**config.mk**
```make
export PLATFORM = sky130hd
export DESIGN_NAME = dual_event_timer
export DESIGN_NICKNAME = d
export VERILOG_FILES = /design/src/logic/evt_timer_pkg.sv /design/src/logic/dual_event_timer.sv /design/src/logic/edge_sync.sv /design/src/logic/prescaler.sv
export SDC_FILE = /design/constraint.sdc
export NUM_CORES = 1
export LEC_CHECK = 0
export BUFFER_PORTS_ARGS = -buffer_cell sky130_fd_sc_hd__buf_2
export CELL_PAD_IN_SITES_DETAIL_PLACEMENT = 2
export CELL_PAD_IN_SITES_GLOBAL_PLACEMENT = 2
export CORE_UTILIZATION = 38
export DETAILED_ROUTE_END_ITERATION = 8
export GPL_TIMING_DRIVEN = 0
export PLACE_DENSITY_LB_ADDON = 0.05
export SETUP_SLACK_MARGIN = 0.3
export SLEW_MARGIN = 20
export SYNTH_ARGS = -nofsm -noshare
export SYNTH_HDL_FRONTEND = slang
export SYNTH_HIERARCHICAL = 1
export SYNTH_SLANG_ARGS = --single-unit
```
**constraint.sdc**
```tcl
create_clock -name i_clk -period 2.7 [get_ports i_clk]
set_input_delay 0.54 -clock i_clk [delete_from_list [all_inputs] [get_ports i_clk]]
set_output_delay 0.54 -clock i_clk [all_outputs]
set_load 0.02 [all_outputs]
```
**src/logic/evt_timer_pkg.sv**
```systemverilog
package evt_timer_pkg;

	localparam int unsigned CLK_HZ = 20000000;

	// register offsets (byte addresses of the 16-bit map)
	localparam logic [15:0] OFS_PORT0_DIR  = 16'hFF20;
	localparam logic [15:0] OFS_CH0_COUNT  = 16'hFF50;
	localparam logic [15:0] OFS_CH1_COUNT  = 16'hFF54;
	localparam logic [15:0] OFS_CH0_CMP    = 16'hFF58;
	localparam logic [15:0] OFS_CH1_CMP    = 16'hFF5C;
	localparam logic [15:0] OFS_CH0_MODE   = 16'hFF70;
	localparam logic [15:0] OFS_CH0_CLKSEL = 16'hFF6C;
	localparam logic [15:0] OFS_CH1_MODE   = 16'hFF74;
	localparam logic [15:0] OFS_CH1_CLKSEL = 16'hFF75;

	// mode control field positions
	localparam int unsigned BIT_OUT_EN     = 0;
	localparam int unsigned BIT_INVERT     = 1;
	localparam int unsigned BIT_CLR_REQ    = 2;
	localparam int unsigned BIT_SET_REQ    = 3;
	localparam int unsigned BIT_CASCADE    = 4;
	localparam int unsigned BIT_MODE_SEL   = 6;
	localparam int unsigned BIT_COUNT_EN   = 7;

	// stored bits of the mode control registers; request bits never stored
	localparam logic [7:0] MODE_STORE_MASK = 8'hD3;
	localparam logic [7:0] CH1_STORE_MASK  = 8'hD3;

	localparam logic [7:0] RST_PORT0_DIR   = 8'hFF;
	localparam logic [7:0] RST_MODE        = 8'h00;
	localparam logic [7:0] RST_CLKSEL      = 8'h00;
	localparam logic [7:0] RST_CMP         = 8'h00;

	// clock select codes
	localparam logic [2:0] CS_EXT_FALL = 3'h0;
	localparam logic [2:0] CS_EXT_RISE = 3'h1;
	localparam logic [2:0] CS_DIV1     = 3'h2;
	localparam logic [2:0] CS_DIV2     = 3'h3;
	localparam logic [2:0] CS_DIV8     = 3'h4;
	localparam logic [2:0] CS_DIV32    = 3'h5;
	localparam logic [2:0] CS_DIV128   = 3'h6;
	localparam logic [2:0] CS_DIVTOP   = 3'h7;

	// divider tap positions (log2 of the division ratio)
	localparam int unsigned TAP_DIV2    = 1;
	localparam int unsigned TAP_DIV8    = 3;
	localparam int unsigned TAP_DIV32   = 5;
	localparam int unsigned TAP_DIV128  = 7;
	localparam int unsigned TAP_CH0_TOP = 9;
	localparam int unsigned TAP_CH1_TOP = 12;
	localparam int unsigned PRESCALE_W  = 12;

endpackage

```
**src/logic/dual_event_timer.sv**
```systemverilog
// Strobed register access was decided locally.
`timescale 1ns/1ps
module dual_event_timer
	import evt_timer_pkg::*;
(
	input  wire logic        i_clk,
	input  wire logic        i_rst,
	input  wire logic [15:0] i_addr,
	input  wire logic [7:0]  i_wdata,
	input  wire logic        i_wr,
	input  wire logic        i_rd,
	output logic      [7:0]  o_rdata,
	input  wire logic [7:0]  i_port0_latch,
	input  wire logic [7:0]  i_port0_pin,
	output logic      [7:0]  o_port0_out,
	output logic      [7:0]  o_port0_oe_n,
	output logic      [1:0]  o_match_irq,
	output logic      [1:0]  o_timer_output
);

	localparam int unsigned NCH = 2;

	logic [7:0]            port0_dir_r;
	logic [7:0]            port0_dir_nxt;
	logic [NCH-1:0][7:0]   mode_r;
	logic [NCH-1:0][7:0]   mode_nxt;
	logic [NCH-1:0][2:0]   clksel_r;
	logic [NCH-1:0][2:0]   clksel_nxt;
	logic [NCH-1:0][7:0]   cmp_r;
	logic [NCH-1:0][7:0]   cmp_nxt;
	logic [NCH-1:0][7:0]   count_r;
	logic [NCH-1:0][7:0]   count_nxt;
	logic [NCH-1:0]        outff_r;
	logic [NCH-1:0]        outff_nxt;
	logic [NCH-1:0]        irq_r;
	logic [NCH-1:0]        irq_nxt;
	logic [7:0]            rdata_r;
	logic [7:0]            rdata_nxt;
	logic [PRESCALE_W-1:0] tick;
	logic [NCH-1:0]        evt_pulse;
	logic [NCH-1:0]        cnt_tick;
	logic [NCH-1:0]        match;
	logic [NCH-1:0][15:0]  mode_ofs;
	logic [NCH-1:0][15:0]  clksel_ofs;
	logic [NCH-1:0][15:0]  cmp_ofs;
	logic [NCH-1:0][15:0]  count_ofs;

	assign mode_ofs   = {OFS_CH1_MODE, OFS_CH0_MODE};
	assign clksel_ofs = {OFS_CH1_CLKSEL, OFS_CH0_CLKSEL};
	assign cmp_ofs    = {OFS_CH1_CMP, OFS_CH0_CMP};
	assign count_ofs  = {OFS_CH1_COUNT, OFS_CH0_COUNT};

	prescaler #(
		.WIDTH (PRESCALE_W)
	) u_prescaler (
		.i_clk  (i_clk),
		.i_rst  (i_rst),
		.o_tick (tick)
	);

	genvar g;
	generate
		for (g = 0; g < NCH; g++)
		begin : g_chan
			// event pin shares the port-0 pin 6 or 7
			edge_sync u_edge (
				.i_clk    (i_clk),
				.i_rst    (i_rst),
				.i_pin    (i_port0_pin[6+g]),
				.i_rising (clksel_r[g] == CS_EXT_RISE),
				.o_pulse  (evt_pulse[g])
			);

			always_comb
			begin
				case (clksel_r[g])
					CS_EXT_FALL,
					CS_EXT_RISE: cnt_tick[g] = evt_pulse[g];
					CS_DIV1:     cnt_tick[g] = 1'b1;
					CS_DIV2:     cnt_tick[g] = tick[TAP_DIV2-1];
					CS_DIV8:     cnt_tick[g] = tick[TAP_DIV8-1];
					CS_DIV32:    cnt_tick[g] = tick[TAP_DIV32-1];
					CS_DIV128:   cnt_tick[g] = tick[TAP_DIV128-1];
					CS_DIVTOP:   cnt_tick[g] = (g == 0) ? tick[TAP_CH0_TOP-1] : tick[TAP_CH1_TOP-1];
					default:     cnt_tick[g] = 1'b0;
				endcase
			end

			assign match[g] = mode_r[g][BIT_COUNT_EN] & cnt_tick[g] & (count_r[g] == cmp_r[g]);

			// pin drives from the output flip-flop when enabled, else the port latch
			assign o_port0_out[6+g] = mode_r[g][BIT_OUT_EN] ? outff_r[g] : i_port0_latch[6+g];
		end
	endgenerate

	assign o_port0_out[5:0] = i_port0_latch[5:0];
	assign o_port0_oe_n     = port0_dir_r;

	always_comb
	begin
		port0_dir_nxt = port0_dir_r;
		mode_nxt      = mode_r;
		clksel_nxt    = clksel_r;
		cmp_nxt       = cmp_r;
		count_nxt     = count_r;
		outff_nxt     = outff_r;
		irq_nxt       = '0;
		rdata_nxt     = '0;

		if (i_wr && i_addr == OFS_PORT0_DIR)
			port0_dir_nxt = i_wdata;

		for (int c = 0; c < NCH; c++)
		begin
			if (!mode_r[c][BIT_COUNT_EN])
				count_nxt[c] = '0;
			else if (match[c])
			begin
				count_nxt[c] = '0;
				irq_nxt[c]   = 1'b1;
				// toggle only in clear-and-start mode with invert set
				if (mode_r[c][BIT_INVERT] && !mode_r[c][BIT_MODE_SEL])
					outff_nxt[c] = ~outff_r[c];
			end
			else if (cnt_tick[c])
				count_nxt[c] = count_r[c] + 8'h01;

			if (i_wr && i_addr == mode_ofs[c])
			begin
				// cascade bit kept on both channels (both masks hold bit 4); bit 5 not stored
				mode_nxt[c] = i_wdata & ((c == 0) ? MODE_STORE_MASK : CH1_STORE_MASK);
				if (c == 1)
					mode_nxt[c][BIT_CASCADE] = i_wdata[BIT_CASCADE];
				// 1/1 is prohibited; it is treated as no change
				if (i_wdata[BIT_SET_REQ] && !i_wdata[BIT_CLR_REQ])
					outff_nxt[c] = 1'b1;
				else if (!i_wdata[BIT_SET_REQ] && i_wdata[BIT_CLR_REQ])
					outff_nxt[c] = 1'b0;
			end
			if (i_wr && i_addr == clksel_ofs[c])
				clksel_nxt[c] = i_wdata[2:0];
			if (i_wr && i_addr == cmp_ofs[c])
				cmp_nxt[c] = i_wdata;

			if (i_rd && i_addr == mode_ofs[c])
				rdata_nxt = mode_r[c];
			if (i_rd && i_addr == clksel_ofs[c])
				rdata_nxt = {5'h00, clksel_r[c]};
			if (i_rd && i_addr == cmp_ofs[c])
				rdata_nxt = cmp_r[c];
			if (i_rd && i_addr == count_ofs[c])
				rdata_nxt = count_r[c];
		end

		if (i_rd && i_addr == OFS_PORT0_DIR)
			rdata_nxt = port0_dir_r;
	end

	always_ff @(posedge i_clk or posedge i_rst)
	begin
		if (i_rst)
		begin
			port0_dir_r <= RST_PORT0_DIR;
			mode_r      <= {NCH{RST_MODE}};
			clksel_r    <= {NCH{RST_CLKSEL[2:0]}};
			cmp_r       <= {NCH{RST_CMP}};
			count_r     <= '0;
			outff_r     <= '0;
			irq_r       <= '0;
			rdata_r     <= '0;
		end
		else
		begin
			port0_dir_r <= port0_dir_nxt;
			mode_r      <= mode_nxt;
			clksel_r    <= clksel_nxt;
			cmp_r       <= cmp_nxt;
			count_r     <= count_nxt;
			outff_r     <= outff_nxt;
			irq_r       <= irq_nxt;
			rdata_r     <= rdata_nxt;
		end
	end

	assign o_rdata        = rdata_r;
	assign o_match_irq    = irq_r;
	assign o_timer_output = outff_r;
endmodule

```
**src/logic/edge_sync.sv**
```systemverilog
`timescale 1ns/1ps
module edge_sync
(
	input  wire logic i_clk,
	input  wire logic i_rst,
	input  wire logic i_pin,
	input  wire logic i_rising,
	output logic      o_pulse
);

	logic meta_r;
	logic sync_r;
	logic last_r;
	logic pulse_r;
	logic pulse_nxt;

	always_comb
	begin
		if (i_rising)
			pulse_nxt = sync_r & ~last_r;
		else
			pulse_nxt = ~sync_r & last_r;
	end

	always_ff @(posedge i_clk or posedge i_rst)
	begin
		if (i_rst)
		begin
			// pin idles high; a low reset would fake an edge on release
			meta_r  <= 1'b1;
			sync_r  <= 1'b1;
			last_r  <= 1'b1;
			pulse_r <= 1'b0;
		end
		else
		begin
			meta_r  <= i_pin;
			sync_r  <= meta_r;
			last_r  <= sync_r;
			pulse_r <= pulse_nxt;
		end
	end

	assign o_pulse = pulse_r;
endmodule

```
**src/logic/prescaler.sv**
```systemverilog
`timescale 1ns/1ps
module prescaler
	import evt_timer_pkg::*;
#(
	parameter int unsigned WIDTH = PRESCALE_W
)
(
	input  wire logic             i_clk,
	input  wire logic             i_rst,
	output logic      [WIDTH-1:0] o_tick
);

	logic [WIDTH-1:0] div_r;
	logic [WIDTH-1:0] div_nxt;
	logic [WIDTH-1:0] tick_r;
	logic [WIDTH-1:0] tick_nxt;

	initial
	begin
		if (WIDTH < 2 || WIDTH > 16)
			$error("prescaler width out of range");
	end

	always_comb
	begin
		div_nxt = div_r + {{(WIDTH-1){1'b0}}, 1'b1};
	end

	// free running; tap k pulses once per 2^k cycles
	genvar k;
	generate
		for (k = 1; k <= WIDTH; k++)
		begin : g_tap
			assign tick_nxt[k-1] = (div_r[k-1:0] == {k{1'b1}});
		end
	endgenerate

	always_ff @(posedge i_clk or posedge i_rst)
	begin
		if (i_rst)
		begin
			div_r  <= '0;
			tick_r <= '0;
		end
		else
		begin
			div_r  <= div_nxt;
			tick_r <= tick_nxt;
		end
	end

	assign o_tick = tick_r;
endmodule

```
==> flow_summary.yaml <==
run_status:
  status: "complete, no violations"
placed_design:
  gp_routability_congestion: 0.792
  dp_worst_setup_slack_ns: 0.110
  place_hpwl_mm: 11.4
  io_buffers: 57
global_routing:
  grt_start_max_net_pins: 38
  grt_pass1_vias: 4402
  track_usage_pct: 24.3
  grt-ovfl-total: 0
  grt_antenna_before_repair: 0
  grt_pass1_wl_mm: 24.4
timing:
  final.min_clock_period_ns: 2.25
  whs_ns: 0.117
  max_freq_mhz: 444
  relSlewSlack_pct: 45.0
  worst_pin_slew_ns: 0.814
  fin_skew_ns: 0.00570
  fin_crit_sh_pct: 83.4
  drv_slew: 0
  rsz0062_at_grt: "yes"
  hold_viol: 0
  finalSetupTns_ns: 0
  setup_slack_ns: 0.448
  setup_viol: 0
floorplan:
  coreArea_um2: 12700
  die_w_um: 116
  start_util_pct: 39.2
  die_y_um: 116
  io_pins: 72
  num_rows: 41
  dieArea_um2: 13500
worst_setup_path:
  cp_data_arrival_time_ns: 2.48
  required_ns: 2.93
  crit_chain: "buf_2 > nand4_1 > nor3_1 > nand2_1 > nor3_2 > mux2_2"
  path_max_fanout: 8
  slowest_delay_ns: 0.61
  rrSetupSlack_ns: 0.49
  cp_slowest_cell: "nor3_2"
  endpoint_kind: "flip-flop"
  critPathKind: "in -> reg"
  cp-start-kind: "input pin"
route:
  first_iter_violations: 193
  wl_mm: 15.0
  vias_per_cell: 5.58
  ant_nets: 0
  routedWlPerCell_um: 21.4
  route.detailed.drc: 0
  vias: 3916
  firstDrtPassIters: 4
yosys:
  yosys_warnings: 6
  avgSynthCellArea_um2: 10.9
  syn_nets: 505
  syn_area_um2: 4970
  syn_inst: 456
clock_tree:
  clock_latency_ns: 0.35
  post-cts-setup-buffers: 0
  h-tree-depth: 3
  clock-root-buffer: "clkbuf_16"
  clock_path_buffers: 2
  cts_num_sinks: 94
  clk_pin_slew_worst_paths_ns: 0.07
  numCtsBuffers: 9
  cts_tree: "done"
finish:
  syn2layout_area_growth_pct: 16.5
  final_util_pct: 45.7
  nNetsFinal: 574
  diodes: 0
  drive_gt1_share_pct: 31.5
  fill_cells: 1380
flow_run:
  max_cap_viol_count: 0
pwr:
  p_leak_nw: 2.82
  peakVddDrop_mv: 0.219
  powerDensity_nw_per_um2: 493
hold_path:
  hold_class: "in -> async"
critical path: cells and delay by family:
family | cells | cell delay (ns)
mux | 1 | 0.42
simple gates | 4 | 1.44
buf+inv | 1 | 0.08
layer usage:
metal | global-route usage (%) | wire length [µm] | share of wire [%]
met4 | 9.57 | 283 | 1.9
met1 | 31.2 | 6780 | 45
met3 | 2.96 | 474 | 3.2
met2 | 41.9 | 7510 | 50
met5 | 0 | 0 | 0
placed cells by master (no fill, tap or decap), types with 7 or more instances in the layout:
master,count
dfrtp_1,80
buf_2,61
mux2_2,43
nand2_1,41
nor2_1,26
xor2_1,22
nand3_1,20
inv_1,14
dfstp_2,14
nor4_1,11
mux2i_1,11
nor3_1,10
and2_1,10
clkbuf_16,9
o21ai_0,8
o211ai_1,7
power by group:
group	total, mW	internal [mW]	switching, mW
logic	0.149	0.0467	0.102
registers	1.42	1.42	0.00431
clock network	1.28	0.719	0.564
total	2.86	2.18	0.671
what timing repair did:
item	4_1_cts	5_1_grt
setup endpoints to repair	0	8
hold buffers	0	0
resized for setup	0	1
final timing paths:
| path | endpoint | from | cells past startpoint |
|---|---|---|---|
| min in group i_clk | g_chan[0].u_edge/meta_r | i_port0_pin[6] | 1 |
| max in group asynchronous | o_port0_oe_n[3] | i_rst | 3 |
| worst min-delay path | g_chan[0].u_edge/o_pulse | i_rst | 2 |
| worst max register to register | count_r[0] | count_r[4] | 5 |
| worst max-delay path | cmp_r[6] | i_addr[14] | 6 |
| worst min register to register | g_chan[0].u_edge/sync_r | g_chan[0].u_edge/meta_r | 0 |
registers in the layout, indices dropped and copies added, names as in the netlist, 6 cells and up:
signal and flops:
u_prescaler/o_tick 6, o_port0_oe_n 8, mode_r 10, count_r 16, clksel_r 6, cmp_r 16, u_prescaler/div_r 12, o_rdata 8
per-stage QoR:
stage | power, mW | cell area (µm²) | cells
floorplan | 1.52 | 4970 | 456
global placement | 1.59 | 5470 | 685
detailed placement | 1.60 | 5490 | 686
CTS | 2.88 | 5790 | 702
global route | 2.96 | 5790 | 702
finish | 2.86 | 5790 | 702
final cells by class:
class / instances / area [µm²] / area share (%)
multi-input combinational: 328 / 2430 / 42.0
sequential: 94 / 2370 / 40.9
timing repair buffer: 58 / 305 / 5.27
clock buffer: 11 / 233 / 4.02
tap: 172 / 215 / 3.72
buffer: 18 / 111 / 1.92
inverter: 16 / 62.6 / 1.08
clock inverter: 5 / 60.1 / 1.04
Power figures use the tool's default switching activity.
